[config.mk]
export PLATFORM = sky130hd
export DESIGN_NAME = fdcsr_engine
export DESIGN_NICKNAME = d
export VERILOG_FILES = /design/src/pkg/fdcsr_pkg.sv /design/src/rtl/fdcsr_timer.sv /design/src/rtl/fdcsr_engine.sv
export SDC_FILE = /design/constraint.sdc
export NUM_CORES = 1
export LEC_CHECK = 0
export ABC_AREA = 1
export BUFFER_PORTS_ARGS = -buffer_cell sky130_fd_sc_hd__buf_4
export CORE_MARGIN = 2
export CORE_UTILIZATION = 63
export CTS_CLUSTER_DIAMETER = 80
export CTS_CLUSTER_SIZE = 16
export DETAILED_ROUTE_END_ITERATION = 7
export PLACE_DENSITY = 0.82
export RECOVER_POWER = 25
export SLEW_MARGIN = 25
export SYNTH_ARGS = -nofsm -noshare
export SYNTH_HDL_FRONTEND = slang
export SYNTH_SLANG_ARGS = --single-unit
[constraint.sdc]
create_clock -name sys_clk -period 11.89 [get_ports sys_clk]
set_input_delay 0 -clock sys_clk [delete_from_list [all_inputs] [get_ports sys_clk]]
set_output_delay 0 -clock sys_clk [all_outputs]
set_load 0.03 [all_outputs]
[src/pkg/fdcsr_pkg.sv]
// Constants, types and command layout for the sector read engine.
// Assumes one 200 MHz clock; the drive side delivers decoded fields as strobes.
// Functional notes
// - read, write and verify share parameter and result lists; low five bits differ.
// - implied seek when enabled, drive busy held high during that seek.
// - failed implied seek reported in results, cylinder holds failing cylinder.
// - load head if unloaded, settle, scan IDs, move matching data to FIFO.
// - after each sector, sector number plus one, keep reading.
// - terminal count or overrun stops delivery; sector finishes, CRC checked, then end.
// - sector size is 128 shifted left by the size code.
// - size code zero with length below 128 sends only that many bytes.
// - multi-track reads side 0 then side 1 of the same cylinder.
// - head stays loaded until unload time; early command skips settle.
// - two index pulses without the sector give code 01 and no-data flag.
// - CRC error gives code 01, data error; ID CRC also sets data-field error.
// - read data: deleted mark sets control mark; skip 0 stops, skip 1 skips.
// - read deleted data: same with normal and deleted marks swapped.
// - otherwise cylinder or sector advances automatically.
// - multi-track ends on side 1, doubling the capacity.
// - early end leaves C, H, N, sector plus one; final sector wraps to 01.
// - multi-track flag is bit 7, skip flag bit 5 of the opening byte.
package fdcsr_pkg;
   localparam int         CMD_BYTES      = 9;
   localparam int         RES_BYTES      = 7;
   localparam int         MT_BIT         = 7;
   localparam int         SK_BIT         = 5;
   localparam logic [4:0] OP_READ        = 5'h06;
   localparam logic [4:0] OP_READ_DEL    = 5'h0C;
   localparam logic [7:0] BASE_SECTOR    = 8'h01;
   localparam logic [7:0] SHORT_LIMIT    = 8'h80;
   localparam logic [1:0] IC_NORMAL      = 2'h0;
   localparam logic [1:0] IC_ABNORMAL    = 2'h1;
   localparam int         IC_POS         = 6;
   localparam int         SEEKEND_POS    = 5;
   localparam int         HEAD_POS       = 2;
   localparam int         DE_POS         = 5;
   localparam int         ND_POS         = 2;
   localparam int         CM_POS         = 6;
   localparam int         DD_POS         = 5;
   localparam int         INDEX_LIMIT    = 2;
   localparam int         CLK_MHZ        = 200;
   localparam int         STEP_UNIT_NS   = 1000;
   localparam int         STEP_UNIT_CYC  = STEP_UNIT_NS * CLK_MHZ / 1000;

   typedef enum logic [2:0] {
      FDCSR_IDLE   = 3'b000,
      FDCSR_PARAM  = 3'b001,
      FDCSR_SEEK   = 3'b010,
      FDCSR_SETTLE = 3'b011,
      FDCSR_SCAN   = 3'b100,
      FDCSR_DATA   = 3'b101,
      FDCSR_RESULT = 3'b110
   } fdcsr_state_e;

   typedef struct packed {
      logic [7:0] cyl;
      logic [7:0] head;
      logic [7:0] sector;
      logic [7:0] size;
   } fdcsr_chrn_s;

   typedef struct packed {
      logic       valid;
      logic [7:0] data;
   } fdcsr_byte_s;
endpackage

[src/rtl/fdcsr_timer.sv]
// Down counter for settle and unload intervals, in microsecond steps.
// Assumes the caller loads it only while it needs a fresh interval.
`timescale 1ns/1ps
module fdcsr_timer (
   input  wire logic       sys_clk,   // Clock
   input  wire logic       reset,     // Async reset
   input  wire logic       load,      // Start interval
   input  wire logic [7:0] units,     // Interval in microseconds
   output logic            done_q     // Interval elapsed, level
);
   logic [7:0]  units_q;
   logic [15:0] pre_q;

   // Prescaler gives one step per microsecond
   wire step = (pre_q == 16'(fdcsr_pkg::STEP_UNIT_CYC - 1));

   always_ff @(posedge sys_clk or posedge reset) begin
      if (reset) begin
         units_q <= 8'h00;
         pre_q   <= 16'h0000;
         done_q  <= 1'b1;
      end else if (load) begin
         units_q <= units;
         pre_q   <= 16'h0000;
         done_q  <= (units == 8'h00);
      end else if (!done_q) begin
         pre_q <= step ? 16'h0000 : pre_q + 16'h0001;
         if (step) begin
            units_q <= units_q - 8'h01;
            done_q  <= (units_q == 8'h01);
         end
      end
   end
endmodule

[src/rtl/fdcsr_engine.sv]
// Read Data / Read Deleted Data execution engine.
// Assumes the drive front end delivers decoded ID fields, data bytes and CRC verdicts.
`timescale 1ns/1ps
module fdcsr_engine (
   input  wire logic                   sys_clk,         // Clock
   input  wire logic                   reset,           // Async reset
   input  wire logic                   cmd_valid,       // Command byte strobe
   input  wire logic [7:0]             cmd_byte,        // Command byte
   input  wire logic                   implied_seek_en, // Implied seek enabled
   input  wire logic [7:0]             settle_units,    // Settle time, us
   input  wire logic [7:0]             unload_units,    // Unload time, us
   input  wire logic                   seek_done,       // Seek finished, pulse
   input  wire logic                   seek_fail,       // Seek failed, with done
   input  wire logic [7:0]             seek_cyl,        // Cylinder at seek end
   input  wire logic                   index_pulse_input, // Index pulse, one cycle
   input  wire logic                   id_valid,        // ID field decoded, pulse
   input  wire fdcsr_pkg::fdcsr_chrn_s id_field,        // Decoded ID
   input  wire logic                   id_crc_ok,       // ID CRC good, with id_valid
   input  wire logic                   mark_valid,      // Data mark seen, pulse
   input  wire logic                   mark_deleted,    // Mark is deleted type
   input  wire logic                   disk_byte_valid, // Data byte from disk
   input  wire logic [7:0]             disk_byte,       // Data byte value
   input  wire logic                   data_end,        // Sector end, pulse
   input  wire logic                   data_crc_ok,     // Data CRC good, with end
   input  wire logic                   terminal_count,  // Host terminal count
   input  wire logic                   fifo_ready,      // FIFO can take a byte
   output fdcsr_pkg::fdcsr_byte_s      fifo_out_q,      // Byte to FIFO
   output logic                        fifo_over_q,     // Implied TC seen
   output logic                        drive_busy_q,    // Per-drive busy
   output logic                        seek_req_q,      // Seek request, level
   output logic                        head_load_q,     // Head loaded
   output logic                        exec_q,          // Execution phase
   output logic                        res_valid_q,     // Result byte valid
   output logic [7:0]                  res_byte_q       // Result byte
);
   // ==========================================================
   // Command capture
   fdcsr_pkg::fdcsr_state_e state_q;
   logic [7:0]  cmd_q [fdcsr_pkg::CMD_BYTES];
   logic [3:0]  cnt_q;
   logic [7:0]  st0_q, st1_q, st2_q;
   fdcsr_pkg::fdcsr_chrn_s addr_q;
   logic [1:0]  idx_q;
   logic        stop_q, cmstop_q, skipping_q, tc_q, settle_ld_q;
   logic [14:0] bcnt_q;
   logic        settle_done, unload_done;

   wire [4:0] opcode  = cmd_q[0][4:0];
   wire       deleted = (opcode == fdcsr_pkg::OP_READ_DEL);
   wire       mt      = cmd_q[0][fdcsr_pkg::MT_BIT];
   wire       sk      = cmd_q[0][fdcsr_pkg::SK_BIT];
   wire [7:0] final_sector_number     = cmd_q[6];
   wire [7:0] data_length_byte     = cmd_q[8];

   function automatic logic [14:0] sect_len(input logic [2:0] n);
      sect_len = 15'h0080 << n;
   endfunction

   // short transfer limit, length ignored when size nonzero
   wire [14:0] xfer_len = (addr_q.size == 8'h00 && data_length_byte < fdcsr_pkg::SHORT_LIMIT)
                        ? {7'h00, data_length_byte} : sect_len(addr_q.size[2:0]);
   wire        deliver  = !tc_q && !skipping_q && (bcnt_q < xfer_len);
   wire        match    = id_valid && id_field == addr_q;
   // control mark when mark type disagrees with command
   wire        off_mark = mark_deleted ^ deleted;
   wire        last_sec = (addr_q.sector == final_sector_number);
   wire        end_side = mt && !addr_q.head[0];
   wire        fifo_push = disk_byte_valid && deliver;
   wire        tc_event = terminal_count || (fifo_push && !fifo_ready);

   fdcsr_timer u_settle (
      .sys_clk (sys_clk),
      .reset   (reset),
      .load    (settle_ld_q),
      .units   (settle_units),
      .done_q  (settle_done)
   );

   fdcsr_timer u_unload (
      .sys_clk (sys_clk),
      .reset   (reset),
      .load    (state_q == fdcsr_pkg::FDCSR_RESULT),
      .units   (unload_units),
      .done_q  (unload_done)
   );

   // ==========================================================
   // Sequencer
   always_ff @(posedge sys_clk or posedge reset) begin
      if (reset) begin
         state_q      <= fdcsr_pkg::FDCSR_IDLE;
         cnt_q        <= 4'h0;
         st0_q        <= 8'h00;
         st1_q        <= 8'h00;
         st2_q        <= 8'h00;
         addr_q       <= '0;
         idx_q        <= 2'h0;
         stop_q       <= 1'b0;
         cmstop_q     <= 1'b0;
         skipping_q   <= 1'b0;
         tc_q         <= 1'b0;
         bcnt_q       <= 15'h0000;
         settle_ld_q  <= 1'b0;
         drive_busy_q <= 1'b0;
         seek_req_q   <= 1'b0;
         head_load_q  <= 1'b0;
         exec_q       <= 1'b0;
         res_valid_q  <= 1'b0;
         res_byte_q   <= 8'h00;
         fifo_out_q   <= '0;
         fifo_over_q  <= 1'b0;
         for (int i = 0; i < fdcsr_pkg::CMD_BYTES; i++) begin
            cmd_q[i] <= 8'h00;
         end
      end else begin
         settle_ld_q <= 1'b0;
         fifo_out_q  <= '0;
         res_valid_q <= 1'b0;
         if (state_q == fdcsr_pkg::FDCSR_IDLE && unload_done) begin
            head_load_q <= 1'b0;
         end
         unique case (state_q)
            fdcsr_pkg::FDCSR_IDLE: begin
               if (cmd_valid) begin
                  cmd_q[0] <= cmd_byte;
                  cnt_q    <= 4'h1;
                  state_q  <= fdcsr_pkg::FDCSR_PARAM;
               end
            end
            fdcsr_pkg::FDCSR_PARAM: begin
               if (cmd_valid) begin
                  cmd_q[cnt_q] <= cmd_byte;
                  cnt_q        <= cnt_q + 4'h1;
                  if (cnt_q == 4'(fdcsr_pkg::CMD_BYTES - 1)) begin
                     exec_q <= 1'b1;
                     st0_q  <= {5'h00, cmd_q[1][fdcsr_pkg::HEAD_POS:0]};
                     st1_q  <= 8'h00;
                     st2_q  <= 8'h00;
                     tc_q   <= 1'b0;
                     fifo_over_q <= 1'b0;
                     addr_q <= '{cyl: cmd_q[2], head: cmd_q[3], sector: cmd_q[4],
                                 size: cmd_q[5]};
                     if (implied_seek_en) begin
                        seek_req_q   <= 1'b1;
                        drive_busy_q <= 1'b1;
                        state_q      <= fdcsr_pkg::FDCSR_SEEK;
                     end else begin
                        state_q <= fdcsr_pkg::FDCSR_SETTLE;
                        settle_ld_q <= !head_load_q;
                     end
                  end
               end
            end
            fdcsr_pkg::FDCSR_SEEK: begin
               if (seek_done) begin
                  seek_req_q   <= 1'b0;
                  drive_busy_q <= 1'b0;
                  if (seek_fail) begin
                     st0_q[7:6]  <= fdcsr_pkg::IC_ABNORMAL;
                     st0_q[fdcsr_pkg::SEEKEND_POS] <= 1'b1;
                     addr_q.cyl  <= seek_cyl;
                     state_q     <= fdcsr_pkg::FDCSR_RESULT;
                     cnt_q       <= 4'h0;
                  end else begin
                     state_q     <= fdcsr_pkg::FDCSR_SETTLE;
                     settle_ld_q <= !head_load_q;
                  end
               end
            end
            fdcsr_pkg::FDCSR_SETTLE: begin
               // head load and settle; loaded head skips it
               head_load_q <= 1'b1;
               if (!settle_ld_q && settle_done) begin
                  idx_q   <= 2'h0;
                  state_q <= fdcsr_pkg::FDCSR_SCAN;
               end
            end
            fdcsr_pkg::FDCSR_SCAN: begin
               if (match && !id_crc_ok) begin
                  st0_q[7:6] <= fdcsr_pkg::IC_ABNORMAL;
                  st1_q[fdcsr_pkg::DE_POS] <= 1'b1;
                  st2_q[fdcsr_pkg::DD_POS] <= 1'b1;
                  state_q <= fdcsr_pkg::FDCSR_RESULT;
                  cnt_q   <= 4'h0;
               end else if (match) begin
                  bcnt_q     <= 15'h0000;
                  skipping_q <= 1'b0;
                  cmstop_q   <= 1'b0;
                  state_q    <= fdcsr_pkg::FDCSR_DATA;
               end else if (index_pulse_input) begin
                  idx_q <= idx_q + 2'h1;
                  if (idx_q == 2'(fdcsr_pkg::INDEX_LIMIT - 1)) begin
                     st0_q[7:6] <= fdcsr_pkg::IC_ABNORMAL;
                     st1_q[fdcsr_pkg::ND_POS] <= 1'b1;
                     state_q <= fdcsr_pkg::FDCSR_RESULT;
                     cnt_q   <= 4'h0;
                  end
               end
            end
            fdcsr_pkg::FDCSR_DATA: begin
               if (mark_valid && off_mark) begin
                  st2_q[fdcsr_pkg::CM_POS] <= 1'b1;
                  skipping_q <= sk;
                  cmstop_q   <= !sk;
               end
               if (tc_event) begin
                  tc_q <= 1'b1;
                  fifo_over_q <= !terminal_count;
               end
               if (fifo_push && fifo_ready) begin
                  fifo_out_q <= '{valid: 1'b1, data: disk_byte};
               end
               if (disk_byte_valid) begin
                  bcnt_q <= bcnt_q + 15'h0001;
               end
               if (data_end) begin
                  idx_q <= 2'h0;
                  if (!data_crc_ok && !skipping_q) begin
                     st0_q[7:6] <= fdcsr_pkg::IC_ABNORMAL;
                     st1_q[fdcsr_pkg::DE_POS] <= 1'b1;
                     state_q <= fdcsr_pkg::FDCSR_RESULT;
                     cnt_q   <= 4'h0;
                  end else if (cmstop_q) begin
                     state_q <= fdcsr_pkg::FDCSR_RESULT;
                     cnt_q   <= 4'h0;
                  end else begin
                     if (!last_sec) begin
                        addr_q.sector <= addr_q.sector + 8'h01;
                     end else begin
                        addr_q.sector <= fdcsr_pkg::BASE_SECTOR;
                        addr_q.head[0] <= mt ? ~addr_q.head[0] : addr_q.head[0];
                        if (!end_side) begin
                           addr_q.cyl <= addr_q.cyl + 8'h01;
                        end
                     end
                     if (tc_q || tc_event || (last_sec && !end_side)) begin
                        state_q <= fdcsr_pkg::FDCSR_RESULT;
                        cnt_q   <= 4'h0;
                     end else begin
                        state_q <= fdcsr_pkg::FDCSR_SCAN;
                     end
                  end
               end
            end
            fdcsr_pkg::FDCSR_RESULT: begin
               exec_q      <= 1'b0;
               res_valid_q <= 1'b1;
               unique case (cnt_q)
                  4'h0:    res_byte_q <= st0_q;
                  4'h1:    res_byte_q <= st1_q;
                  4'h2:    res_byte_q <= st2_q;
                  4'h3:    res_byte_q <= addr_q.cyl;
                  4'h4:    res_byte_q <= addr_q.head;
                  4'h5:    res_byte_q <= addr_q.sector;
                  default: res_byte_q <= addr_q.size;
               endcase
               cnt_q <= cnt_q + 4'h1;
               if (cnt_q == 4'(fdcsr_pkg::RES_BYTES - 1)) begin
                  state_q <= fdcsr_pkg::FDCSR_IDLE;
               end
            end
            default: state_q <= fdcsr_pkg::FDCSR_IDLE;
         endcase
      end
   end

   // ==========================================================
   // Checks
   // busy tracks the seek
   a_busy_seek: assert property (@(posedge sys_clk) disable iff (reset)
      (state_q == fdcsr_pkg::FDCSR_SEEK) |-> drive_busy_q)
      else $error("busy low during seek");
   a_nd_index: assert property (@(posedge sys_clk) disable iff (reset)
      (state_q == fdcsr_pkg::FDCSR_SCAN && !match && index_pulse_input && idx_q == 2'h1)
      |=> st1_q[fdcsr_pkg::ND_POS] && state_q == fdcsr_pkg::FDCSR_RESULT)
      else $error("no-data not flagged");
   a_tc_quiet: assert property (@(posedge sys_clk) disable iff (reset)
      tc_q |=> !fifo_out_q.valid)
      else $error("byte after terminal count");
   a_res_len: assert property (@(posedge sys_clk) disable iff (reset)
      $rose(res_valid_q) |-> res_valid_q [*7] ##1 !res_valid_q)
      else $error("result burst not seven bytes");
   // head stays loaded until unload timer done
   a_head_hold: assert property (@(posedge sys_clk) disable iff (reset)
      $fell(head_load_q) |-> $past(unload_done))
      else $error("head unloaded early");
   // data CRC fault sets data error
   a_crc_err: assert property (@(posedge sys_clk) disable iff (reset)
      (state_q == fdcsr_pkg::FDCSR_DATA && data_end && !data_crc_ok && !skipping_q)
      |=> st1_q[fdcsr_pkg::DE_POS] && st0_q[7:6] == fdcsr_pkg::IC_ABNORMAL)
      else $error("CRC fault not flagged");
   a_short_len: assert property (@(posedge sys_clk) disable iff (reset)
      fifo_out_q.valid |-> bcnt_q <= xfer_len)
      else $error("too many bytes delivered");
   // control mark flagged on mismatched mark
   a_cm_flag: assert property (@(posedge sys_clk) disable iff (reset)
      (state_q == fdcsr_pkg::FDCSR_DATA && mark_valid && off_mark)
      |=> st2_q[fdcsr_pkg::CM_POS])
      else $error("control mark missing");
   c_result: cover property (@(posedge sys_clk) $rose(res_valid_q));
   c_skip: cover property (@(posedge sys_clk) skipping_q && data_end);
   c_tc: cover property (@(posedge sys_clk) $rose(tc_q));
endmodule

# [Word level (Yosys, flattened, before mapping)]
# Cells that the tools add are included.
[classes] n_mux=142 n_lt_le_gt_ge=4 reduce_logical=70 add_sub_neg=9 shifts=1 n_bitwise=3 eq_ne=53
[ops] cell="8-bit 2-to-1 mux" count=18
[ops] cell="16-bit 2-to-1 mux" count=6
[ops] cell="72-bit bitwise mux" count=1
[ops] cell="72-bit 2-to-1 mux" count=1
[ops] cell="32-bit 2-to-1 mux" count=2
[ops] cell="15-bit 2-to-1 mux" count=4
[ops] cell="2-bit != test, second input constant" count=25
[ops] cell="3-bit 2-to-1 mux" count=16
[ops] cell="4-bit 2-to-1 mux" count=12
[ops] cell="8-bit case mux with 6 select lines" count=1
[ops] cell="9-bit 2-to-1 mux" count=5
[ops] cell="1-bit 2-to-1 mux" count=39
[ops] cell="16-bit by 1-bit adder with 16-bit output, second input constant" count=2
[ops] cell="8-bit demux with 4-bit select" count=1
[ops] cell="16-bit by 8-bit == test with 1-bit output, second input constant" count=2
[ops] cell="32-bit == test" count=1
[ops] cell="15-bit case mux with 2 select lines" count=1
[ops] cell="10-bit AND reduction" count=3
[ops] cell="8-bit zero test" count=3
[ops] cell="2-bit 2-to-1 mux" count=12
[ops] cell="4-bit case mux with 6 select lines" count=1
[ops] cell="8-bit case mux with 3 select lines" count=1
[ops] cell="1-bit case mux with 2 select lines" count=11
[ops] cell="3-bit case mux with 7 select lines" count=1
[ops] cell="51 further kinds" count=113
[word_totals] in_bits=88 output_inout_bits=23 register_bits=214 word_cells=325

# [Logic depth before layout (Yosys ltp)]
# Gate-level depths: netlist of run 1.
[depth] depth_word=15 depth_mapped=22 depth_no_buf=22

# [Hierarchy]
# Synthesis of run 1 repeated with hierarchy kept, for this count alone.
[unflattened] cells_unflattened=1529 area_unflattened_um2=12002.8
[by_module_without_submodules] module="fdcsr_engine" seq_area_each_um2=3728.6 cells_each=1034 area_each_um2=8702.1 instances=1
[by_module_without_submodules] module="fdcsr_timer at u_settle" seq_area_each_um2=626.9 cells_each=246 area_each_um2=1666.6 instances=1
[by_module_without_submodules] module="fdcsr_timer at u_unload" seq_area_each_um2=626.9 cells_each=249 area_each_um2=1634.1 instances=1

# [Least setup slack after synthesis of run 1]
# OpenSTA, ideal clock, no wires.
[synth_timing] kind="register to register" startpoint="register addr_q[2] (netlist name)" endpoint="register cnt_q[0]" stages_incl_launch_ff=19 arrival_time_ps=2280 t_required_ps=11772 setup_ps=118 path_buffers=1 synth_period_minus_slack_ps=2397 path_slack_ps=9493 cell_sequence="dfrtp_1 -> clkbuf_1 -> nor3_1 -> nand2_1 -> inv_1 -> nand2_1 -> ha_1 -> a21oi_1 -> nor2_1 -> a211oi_1 -> nand2_1 -> nand2_1 -> nand2_1 -> nand2_1 -> nand3_1 -> nand4_1 -> nand2_2 -> nand2_1 -> nand2_1"
[synth_via] elab_chain_len=12 word_cells_on_any_way=21 classes_between="order compare (1); eq/ne (5); shift (1); mux (3); reduce/logical (11)"
[synth_lines] item="start: declaration" line="fdcsr_engine.sv:42" rtl="fdcsr_pkg::fdcsr_chrn_s addr_q;"
[synth_lines] item="start signal: assignment" line="fdcsr_engine.sv:141" rtl="addr_q <= '{cyl: cmd_q[2], head: cmd_q[3], sector: cmd_q[4],"
[synth_lines] item="8-bit zero test" line="fdcsr_engine.sv:60" rtl="wire [14:0] xfer_len = (addr_q.size == 8'h00 && data_length_byte < fdcsr_pkg::SHORT_LIMIT)"
[synth_lines] item="1-bit logical AND" line="fdcsr_engine.sv:60"
[synth_lines] item="15-bit 2-to-1 mux" line="fdcsr_engine.sv:61" rtl="? {7'h00, data_length_byte} : sect_len(addr_q.size[2:0]);"
[synth_lines] item="15-bit < comparator" line="fdcsr_engine.sv:62" rtl="wire deliver = !tc_q && !skipping_q && (bcnt_q < xfer_len);"
[synth_lines] item="1-bit logical AND" line="fdcsr_engine.sv:62"
[synth_lines] item="1-bit logical AND" line="fdcsr_engine.sv:68" rtl="wire fifo_push = disk_byte_valid && deliver;"
[synth_lines] item="1-bit logical AND" line="fdcsr_engine.sv:69" rtl="wire tc_event = terminal_count || (fifo_push && !fifo_ready);"
[synth_lines] item="1-bit logical OR" line="fdcsr_engine.sv:69"
[synth_lines] item="1-bit logical OR (2 in series)" line="fdcsr_engine.sv:236" rtl="if (tc_q || tc_event || (last_sec && !end_side)) begin"
[synth_lines] item="4-bit != test (no source line)"
[synth_lines] item="10-bit AND reduction (no source line)"
[synth_lines] item="end signal: assignment" line="fdcsr_engine.sv:133" rtl="cnt_q <= cnt_q + 4'h1;"
[synth_lines] item="end signal: assignment" line="fdcsr_engine.sv:257" rtl="cnt_q <= cnt_q + 4'h1;"
[synth_lines] item="end: declaration" line="fdcsr_engine.sv:40" rtl="logic [3:0] cnt_q;"
# Parallel ways exist; a longest one is shown, timed or not.
# A chain may end at the register's enable or synchronous reset.

==> results of run 1 <==
-- area by class of cell --
cell class / count / share of cell area [%]
Timing Repair Buffer: 162 / 9.68
Tap cell: 225 / 2.17
Clock buffer: 20 / 3.52
Inverter: 197 / 5.74
Clock inverter: 10 / 1.11
Multi-Input combinational cell: 966 / 39.3
Sequential cell: 199 / 38.4
-- critical path: stages --
cell and delay (ns):
dlygate4sd3_1 0.53, clkbuf_4 0.13, clkinvlp_2 3.13, buf_4 1.07
-- per-layer routing --
| layer | share of wire [%] | vias to the layer above |
|---|---|---|
| li1 | - | 4897 |
| met1 | 41 | 4838 |
| met2 | 47 | 489 |
| met3 | 8.0 | 80 |
| met4 | 3.7 | 0 |
| met5 | 0 | - |
-- worst max-delay path by stage --
stage,endpoint,depth (start not counted),slack [ns]
6_report,cmd_q[66],4,7.36
4_1_cts,u_unload.units_q[6],9,9.02
5_1_grt,cmd_q[66],4,6.44
3_3_place_gp,u_unload.units_q[2],10,9.14
3_5_place_dp,u_unload.units_q[6],10,9.05
2_1_floorplan,addr_q[0],1,6.47
-- state kept, by name, summed over array words and instances (netlist names), 2 cells and up --
name and flops:
cmd_q 42, addr_q 32, data_length_byte 8, idx_q 2, cnt_q 4, bcnt_q 15
u_unload.units_q 8, st2_q 2, state_q 3, st0_q 5, fifo_out_q 9, u_settle.units_q 8
res_byte_q 8, final_sector_number 8, st1_q 2, u_settle.pre_q 16, u_unload.pre_q 16
-- report_power, final --
group          switching (mW)  internal, mW
sequential              0.165         0.895
combinational           0.617         0.326
clock                   0.260         0.342
-- stage by stage --
stage	hold slack (ns)	total power [mW]	utilization (%)	setup slack [ns]	area, sq um
finish	0.0353	2.60	75.5	7.36	13000
CTS	0.0215	2.61	76.0	9.02	13000
global route	0.0739	2.78	75.5	6.44	13000
global placement	0.223	1.95	69.6	9.14	11900
floorplan	0.106	1.72	-	6.47	11000
detailed placement	0.230	1.99	69.6	9.05	11900
-- placed cells by master, fill, tap and decap left out, drive strengths merged, types with 37 or more instances in the layout --
cell type	n
a21oi	61
buf	88
clkbuf	44
dfrtp	197
dlygate4sd3	50
inv	197
nand2	298
nand3	69
nor2	154
nor3	37
o21ai	132
-- logic make-up (layout without fill, tap and decap cells) --
kind of cell / count (synthesis) / in the layout / share of synthesized area [%]
xor+xnor: 39 / 39 / 3.11
simple gates: 621 / 621 / 25.1
compound gates: 271 / 271 / 14.2
flops: 199 / 199 / 45.4
fa+ha+maj: 28 / 28 / 3.19
buf+inv: 228 / 389 / 8.27
mux: 7 / 7 / 0.786
==> metrics.csv, run 1 <==
metric,value,unit
seqCellArea,4980,sq um
yosysSeqAreaShare,45.4,%
numCtsBuffers,17,
p_leak,6.16,nW
route.detailed.drc,0,
setup_tns,0,ns
grt_use_met2,53.0,%
cts.clk_slew.worst_paths,0.07,ns
multiInputGateArea,5100,sq um
initial_utilization,63.9,%
synth-main-ff-cell,dfrtp_1,
grt_pass1_wl,47000,microns
netlist.area_leader.share,44.9,%
drt_pass1_iterations,6,
r2r-start,state_q[1],
fp.dieH,136,microns
syn_inst,1393,
clockBufferDepth,2,
setup_viol,0,
synth_seq_cells,199,
n_antenna_cell,0,
synth_common_cells,"nand2_1, dfrtp_1, inv_1",
crit_start,reset,
grt.total_usage,32.7,%
cp_max_fo,129,
met1_usage,42.6,%
htree_num_levels,4,
grt_max_degree,130,
outcome,"complete, but fails checks",
hold_depth,5,
syn_nets,1509,
dieWidth,136,microns
postCtsSetupBuffers,0,
drive_above_1_share,12.1,%
num_rows,48,
antenna_found_initial,0,
hp-start,data_end,
hold_end,st1_q[5],
port_buffers,110,
hold_viol,0,
post-dp-hpwl,20700,microns
routed_wl,29400,microns
cts_tree,yes,
first_global_vias,9638,
place_congestion,0.942,
ys_warn_count,0,
fillers,1298,
fin_skew,0.0129,ns
clock_sinks,199,
ys_types,59,
violations,"max-capacitance violations, max-slew violations",
antenna_left,0,
synth_area_leaders,"dfrtp_1, nand2_1, inv_1",
post-route-period-util,38.1,%
grtUsageMet3,6.41,%
final_nets,1659,
dieArea,18500,sq um
ctsRootBufferMaster,clkbuf_16,
viasPerCell,5.79,
crit_path_start_kind,primary input,
syn_area,11000,sq um
place_inst,1699,
avgRoutedWirePerCell,16.5,microns
crit_type,primary input to async pin,
cts_resized,0,
layout.cells.non_filler,1779,
via_count,10300,
hold_class,primary input to flop,
overflow,0,
coreArea,17200,sq um
relSlewSlack,-277,%
drv_cap,1,
p_per_area,201,nW/um^2
vdd_ir_drop_max,0.000123,V
syn-mean-instance-area,7.88,sq um
clk_latency,0.44,ns
hold_buffers,50,
io_pins,111,
synth-async-reset-ratio,100,%
yosysTopAreaCell,dfrtp_1,
reg2reg_depth,10,
synth_edf_count,0,
finalCriticalPeriod,4.53,ns
top_usage_layer,met2,
area_delta_synth_final,18.0,%
slew_violations,130,
rrSetupSlack,8.96,ns
yosysMostFrequentCell,nand2_1,
cp.arrival,4.97,ns
r2r_end,u_unload.units_q[2],
rsz0062_at_grt,false,
worstMarginPinSlew,5.63,ns
worstSetupEndpointType,async pin,
required,12.34,ns
drt_iter0_drc,923,
fmax,221,MHz
(Power assumes the default switching activity.)
==> inputs of run 2 (changes only) <==
--- a/config.mk
+++ b/config.mk
@@ -8,11 +8,11 @@
 export ABC_AREA = 1
 export BUFFER_PORTS_ARGS = -buffer_cell sky130_fd_sc_hd__buf_4
 export CORE_MARGIN = 2
-export CORE_UTILIZATION = 63
+export CORE_UTILIZATION = 60
 export CTS_CLUSTER_DIAMETER = 80
 export CTS_CLUSTER_SIZE = 16
 export DETAILED_ROUTE_END_ITERATION = 7
-export PLACE_DENSITY = 0.82
+export PLACE_DENSITY = 0.79
 export RECOVER_POWER = 25
 export SLEW_MARGIN = 25
 export SYNTH_ARGS = -nofsm -noshare
==> constraint.sdc (replaced) <==
create_clock -name sys_clk -period 4.57 [get_ports sys_clk]
set_input_delay 0 -clock sys_clk [delete_from_list [all_inputs] [get_ports sys_clk]]
set_output_delay 0 -clock sys_clk [all_outputs]
set_load 0.03 [all_outputs]
==> metrics.csv, run 2 (same netlist as run 1, synthesis figures left out) <==
metric,value,unit,change
slew_violations,125,,-3.8%
p_total,6.71,mW,+160%
post-dp-hpwl,20900,microns,+0.89%
r2r-start,state_q[0],,
final_nets,1661,,+0.12%
viasPerCell,5.67,,-2.1%
clockBufferDepth,2,,unchanged
final_cell_mix,"nand2_1, dfrtp_1, inv_1",,
drt_pass1_iterations,6,,unchanged
drv_cap,2,,+1
largest_reg_flops,42,,unchanged
fin_skew,0.0109,ns,-0.00204 ns
top_register,cmd_q,,
outcome,"complete, but fails checks",,
worstSetupEndpointType,async pin,,
cts.clk_slew.worst_paths,0.07,ns,about the same
clock_sinks,199,,unchanged
route.detailed.drc,0,,unchanged
relSlewSlack,-38.8,%,+240 points
initial_utilization,61.1,%,-2.8 points
setup_viol,0,,unchanged
post-route-period-util,69.4,%,
numCtsBuffers,17,,unchanged
routed_wl,29200,microns,-0.74%
num_rows,49,,+2.1%
postCtsSetupBuffers,0,,unchanged
hold_viol,0,,unchanged
n_antenna_cell,0,,unchanged
area_delta_synth_final,17.9,%,
rsz0062_at_grt,false,,
ctsRootBufferMaster,clkbuf_16,,
fp.dieH,139,microns,+2.4%
worstMarginPinSlew,2.08,ns,-3.55 ns
grt_max_degree,86,,-34%
dieWidth,139,microns,+2.4%
grt_pass1_wl,48100,microns,+2.5%
hold_class,primary input to flop,,
drive_above_1_share,12.2,%,+0.11 points
io_pins,111,,unchanged
multiInputGateArea,5090,sq um,about the same
p_leak,6.15,nW,-0.16%
setup_tns,0,ns,unchanged
overflow,0,,unchanged
violations,"max-capacitance violations, max-slew violations",,
port_buffers,110,,unchanged
final_common_cell,nand2_1,,
htree_num_levels,4,,unchanged
p_per_area,518,nW/um^2,+160%
vdd_ir_drop_max,0.000357,V,+190%
fmax,315,MHz,
hp-start,id_crc_ok,,
cp.arrival,3.30,ns,-1.67 ns
cts_resized,0,,unchanged
hold_buffers,48,,-4.0%
via_count,10100,,-1.7%
crit_path_start_kind,primary input,,
cp_max_fo,85,,-34%
seqCellArea,4980,sq um,unchanged
avgRoutedWirePerCell,16.4,microns,-1.1%
coreArea,18000,sq um,+4.6%
grt.total_usage,30.9,%,-1.8 points
antenna_left,0,,unchanged
crit_start,reset,,
finalCriticalPeriod,3.17,ns,
cts_tree,yes,,
dieArea,19400,sq um,+4.9%
clk_latency,0.43,ns,about the same
largestRegisters,"cmd_q: 42 flops, addr_q: 32 flops",,
drt_iter0_drc,936,,+1.4%
antenna_found_initial,0,,unchanged
crit_type,primary input to async pin,,
place_congestion,0.949,,+0.79%
required,4.70,ns,-7.64 ns
first_global_vias,9717,,+0.82%
fillers,1407,,+8.4%
[run 2: final timing paths]
path,to,cells past startpoint,slack (ns)
min reg2reg,settle_ld_q,1,0.46
min in group asynchronous,bcnt_q[7],3,0.51
max reg2reg,u_unload.units_q[2],9,1.68
max in group sys_clk,u_unload.units_q[2],9,1.68
max,state_q[2],4,1.40
min,bcnt_q[8],4,0.01
[run 2: report_power, final]
group	internal (mW)	total, mW	switching (mW)
logic	0.846	2.44	1.59
clock network	0.836	1.52	0.681
registers	2.32	2.75	0.430
[run 2: per-layer routing]
layer / track usage [%] / part of all wire [%] / up-vias / wire (microns)
li1: - / - / 4890 / -
met1: 42.2 / 43 / 4778 / 12400
met2: 49.7 / 47 / 388 / 13700
met3: 6.09 / 7.6 / 68 / 2230
met4: 10.5 / 3.0 / 0 / 878
met5: 0 / 0 / - / 0
[run 2: stage by stage]
stage | cell area, sq um | hold WS [ns] | setup WS [ns] | instances | util [%]
global route | 12900 | 0.0259 | 0.721 | 1786 | 72.1
floorplan | 11000 | 0.106 | 2.00 | 1393 | -
detailed placement | 12000 | 0.196 | 1.78 | 1707 | 66.7
CTS | 13100 | 0.0144 | 1.71 | 1786 | 72.6
global placement | 12000 | 0.194 | 1.84 | 1707 | 66.7
finish | 12900 | 0.0127 | 1.40 | 1786 | 72.1
[run 2: area by class of cell]
type / count / share of cell area (%)
multi-input cells: 966 / 39.3
clock buffers: 21 / 3.56
clock inverters: 10 / 0.918
repair buffers: 164 / 9.75
inverters: 197 / 5.75
flip-flops and latches: 199 / 38.5
well taps: 229 / 2.21
[run 2: critical path, cell delays in order]
cell	delay, ns
dlygate4sd3_1	0.53
clkbuf_4	0.14
clkinvlp_2	0.92
clkbuf_2	1.63
==> inputs of run 3 (changes only) <==
--- a/config.mk
+++ b/config.mk
@@ -5,14 +5,14 @@
 export SDC_FILE = /design/constraint.sdc
 export NUM_CORES = 1
 export LEC_CHECK = 0
-export ABC_AREA = 1
+export ABC_AREA = 0
 export BUFFER_PORTS_ARGS = -buffer_cell sky130_fd_sc_hd__buf_4
 export CORE_MARGIN = 2
-export CORE_UTILIZATION = 60
+export CORE_UTILIZATION = 54
 export CTS_CLUSTER_DIAMETER = 80
 export CTS_CLUSTER_SIZE = 16
 export DETAILED_ROUTE_END_ITERATION = 7
-export PLACE_DENSITY = 0.79
+export PLACE_DENSITY = 0.75
 export RECOVER_POWER = 25
 export SLEW_MARGIN = 25
 export SYNTH_ARGS = -nofsm -noshare
==> constraint.sdc (replaced) <==
create_clock -name sys_clk -period 2.7 [get_ports sys_clk]
set_input_delay 0 -clock sys_clk [delete_from_list [all_inputs] [get_ports sys_clk]]
set_output_delay 0 -clock sys_clk [all_outputs]
set_load 0.03 [all_outputs]
==> metrics.csv, run 3 <==
metric,value,unit,change
outcome,"complete, but fails checks",,
violations,"max-capacitance violations, max-slew violations, negative setup slack",,
syn_inst,1055,,-24%
synth_mux_area_share,8.81,%,+8.0 points
ctsRootBufferMaster,clkbuf_16,,
layout.cells.non_filler,1523,,-15%
cp_max_fo,6,,-93%
numCtsBuffers,17,,unchanged
fp.dieH,144,microns,+3.3%
drv_cap,1,,-1
place_inst,1440,,-16%
n_antenna_cell,0,,unchanged
worstMarginPinSlew,1.73,ns,-0.351 ns
fmax,348,MHz,
syn-mean-instance-area,10.0,sq um,+27%
route.detailed.drc,0,,unchanged
final_cell_area,13200,sq um,+2.0%
cts.clk_slew.worst_paths,0.08,ns,about the same
drive_above_1_share,23.5,%,+11 points
p_leak,5.88,nW,-4.3%
ys_types,75,,+27%
syn_area,10600,sq um,-3.8%
synth-async-reset-ratio,100,%,unchanged
vdd_ir_drop_max,0.000755,V,+110%
synthSimpleGateAreaFrac,18.3,%,-6.8 points
setup_viol,5,,+5
crit_type,flop to flop,,
antenna_found_initial,0,,unchanged
final_cell_mix,"dfrtp_1, buf_4, nor2_1",,
hold_viol,0,,unchanged
viasPerCell,5.88,,+3.8%
synth_xor_xnor_area_share,7.46,%,+4.4 points
first_global_vias,8743,,-10%
area_delta_synth_final,25.0,%,
synth-compound-area-share,11.8,%,-2.3 points
synth_edf_count,0,,unchanged
dieWidth,144,microns,+3.3%
largestRegisters,"cmd_q: 42 flops, addr_q: 32 flops",,
required,3.07,ns,-1.63 ns
placed_cell_area,12000,sq um,+0.21%
clock_sinks,199,,unchanged
drt_pass1_iterations,6,,unchanged
place_congestion,0.956,,+0.68%
synthAdderAreaFrac,3.32,%,+0.13 points
rsz0062_at_grt,true,,
synth-main-ff-cell,dfrtp_1,,
yosysTopAreaCell,dfrtp_1,,
overflow,0,,unchanged
netlist.area_leader.share,46.7,%,+1.8 points
grt.total_usage,28.5,%,-2.4 points
io_pins,111,,unchanged
syn_nets,1171,,-22%
grt_pass1_wl,45400,microns,-5.7%
coreArea,19300,sq um,+7.6%
largest_reg_flops,42,,unchanged
finalCriticalPeriod,2.87,ns,
synth_seq_cells,199,,unchanged
synth_common_cells,"dfrtp_1, nor2_1, nand2_1",,
relSlewSlack,-16.1,%,+23 points
synth_top_family_by_area,simple AND/OR/NAND/NOR gates,,
p_per_area,823,nW/um^2,+59%
antenna_left,0,,unchanged
clockBufferDepth,2,,unchanged
via_count,8958,,-12%
avgRoutedWirePerCell,19.0,microns,+16%
port_buffers,110,,unchanged
clk_latency,0.45,ns,+0.02 ns
grt_max_degree,62,,-28%
cts_tree,yes,,
synth_area_leaders,"dfrtp_1, mux2_2, xnor2_1",,
fin_ws,-0.171,ns,-1.57 ns
drt_iter0_drc,835,,-11%
fin_skew,0.0162,ns,+0.00529 ns
final_nets,1361,,-18%
slew_violations,37,,-70%
yosysMostFrequentCell,dfrtp_1,,
cp.arrival,3.24,ns,-0.06 ns
dieArea,20700,sq um,+6.7%
routed_wl,28900,microns,-1.1%
post-route-period-util,106,%,
post-dp-hpwl,20400,microns,-2.5%
htree_num_levels,4,,unchanged
initial_utilization,54.6,%,-6.5 points
worstSetupEndpointType,flop,,
ys_warn_count,0,,unchanged
final_common_cell,dfrtp_1,,
num_rows,51,,+4.1%
yosysSeqAreaShare,47.2,%,+1.8 points
top_register,cmd_q,,
hold_class,primary input to flop,,
crit_path_start_kind,flop,,
run 3: worst paths after layout:
check | start | end | slack (ns) | depth (start not counted)
max reg2reg | addr_q[3] | cnt_q[1] | -0.17 | 11
max | addr_q[3] | cnt_q[1] | -0.17 | 11
min reg2reg | cmd_q[69] | cmstop_q | 0.47 | 1
min in group asynchronous | reset | fifo_out_q[1] | 0.53 | 3
min | mark_deleted | st2_q[6] | 0.05 | 4
max in group asynchronous | reset | cmd_q[33] | 0.43 | 4
run 3: critical path, cell delays in order, from the launching register on:
cell and delay, ns:
dfrtp_1 0.41, nor4_4 0.30, and3_4 0.29, nand2_2 0.09, ha_4 0.24, nand4_1 0.15
nor4_2 0.06, a221oi_2 0.35, a41oi_4 0.19, a31oi_4 0.27, and3_4 0.25, mux2i_1 0.19
run 3: per-stage QoR:
stage	hold slack [ns]	setup TNS (ns)	util, %	power (mW)	setup WS [ns]
after floorplan	0.0857	-0.180	-	6.67	-0.0536
after global placement	0.204	-0.891	62.1	7.88	-0.223
after detailed placement	0.201	-1.40	62.1	7.98	-0.312
after CTS	0.0285	-0.640	68.7	10.8	-0.147
after global routing	0.0422	-1.53	68.3	11.5	-0.327
final	0.0499	-0.749	68.3	10.9	-0.171
run 3: final cells by class:
class,instances,area [sq um]
inverters,30,114
clock inverters,15,203
multi-input cells,779,5430
clock buffers,17,425
fillers,1495,6140
flip-flops and latches,199,4980
well taps,265,332
repair buffers,218,1710
run 3: cell families after synthesis:
logic type | Yosys count
xor gates and xnor gates | 90
buffers and inverters | 77
muxes | 82
and+or+nand+nor | 390
adders and majority gates | 28
AOI/OAI and AO/OA | 189
DFF | 199
run 3: power by group:
| group | switching (mW) | internal, mW | leakage [nW] | total [mW] |
|---|---|---|---|---|
| sequential | 0.690 | 3.64 | 2.64 | 4.33 |
| combinational | 2.20 | 1.68 | 2.94 | 3.88 |
| clock | 1.31 | 1.35 | 0.304 | 2.65 |
| total | 4.19 | 6.67 | 5.88 | 10.9 |
run 3: layer usage:
layer / vias to the layer above / part of all wire (%) / global-route usage (%)
met5: - / 0 / 0
met4: 0 / 3.0 / 11.2
met3: 65 / 7.2 / 4.57
met2: 421 / 49 / 47.5
li1: 4158 / - / -
met1: 4314 / 41 / 37.3
run 3: what timing repair did:
action	in CTS	in global routing
setup endpoints to repair	13	17
hold buffers	51	0
cloned	0	0
gates resized for setup	21	6
pin swaps	14	1
buffers inserted	1	0
hold endpoints to repair	140	0
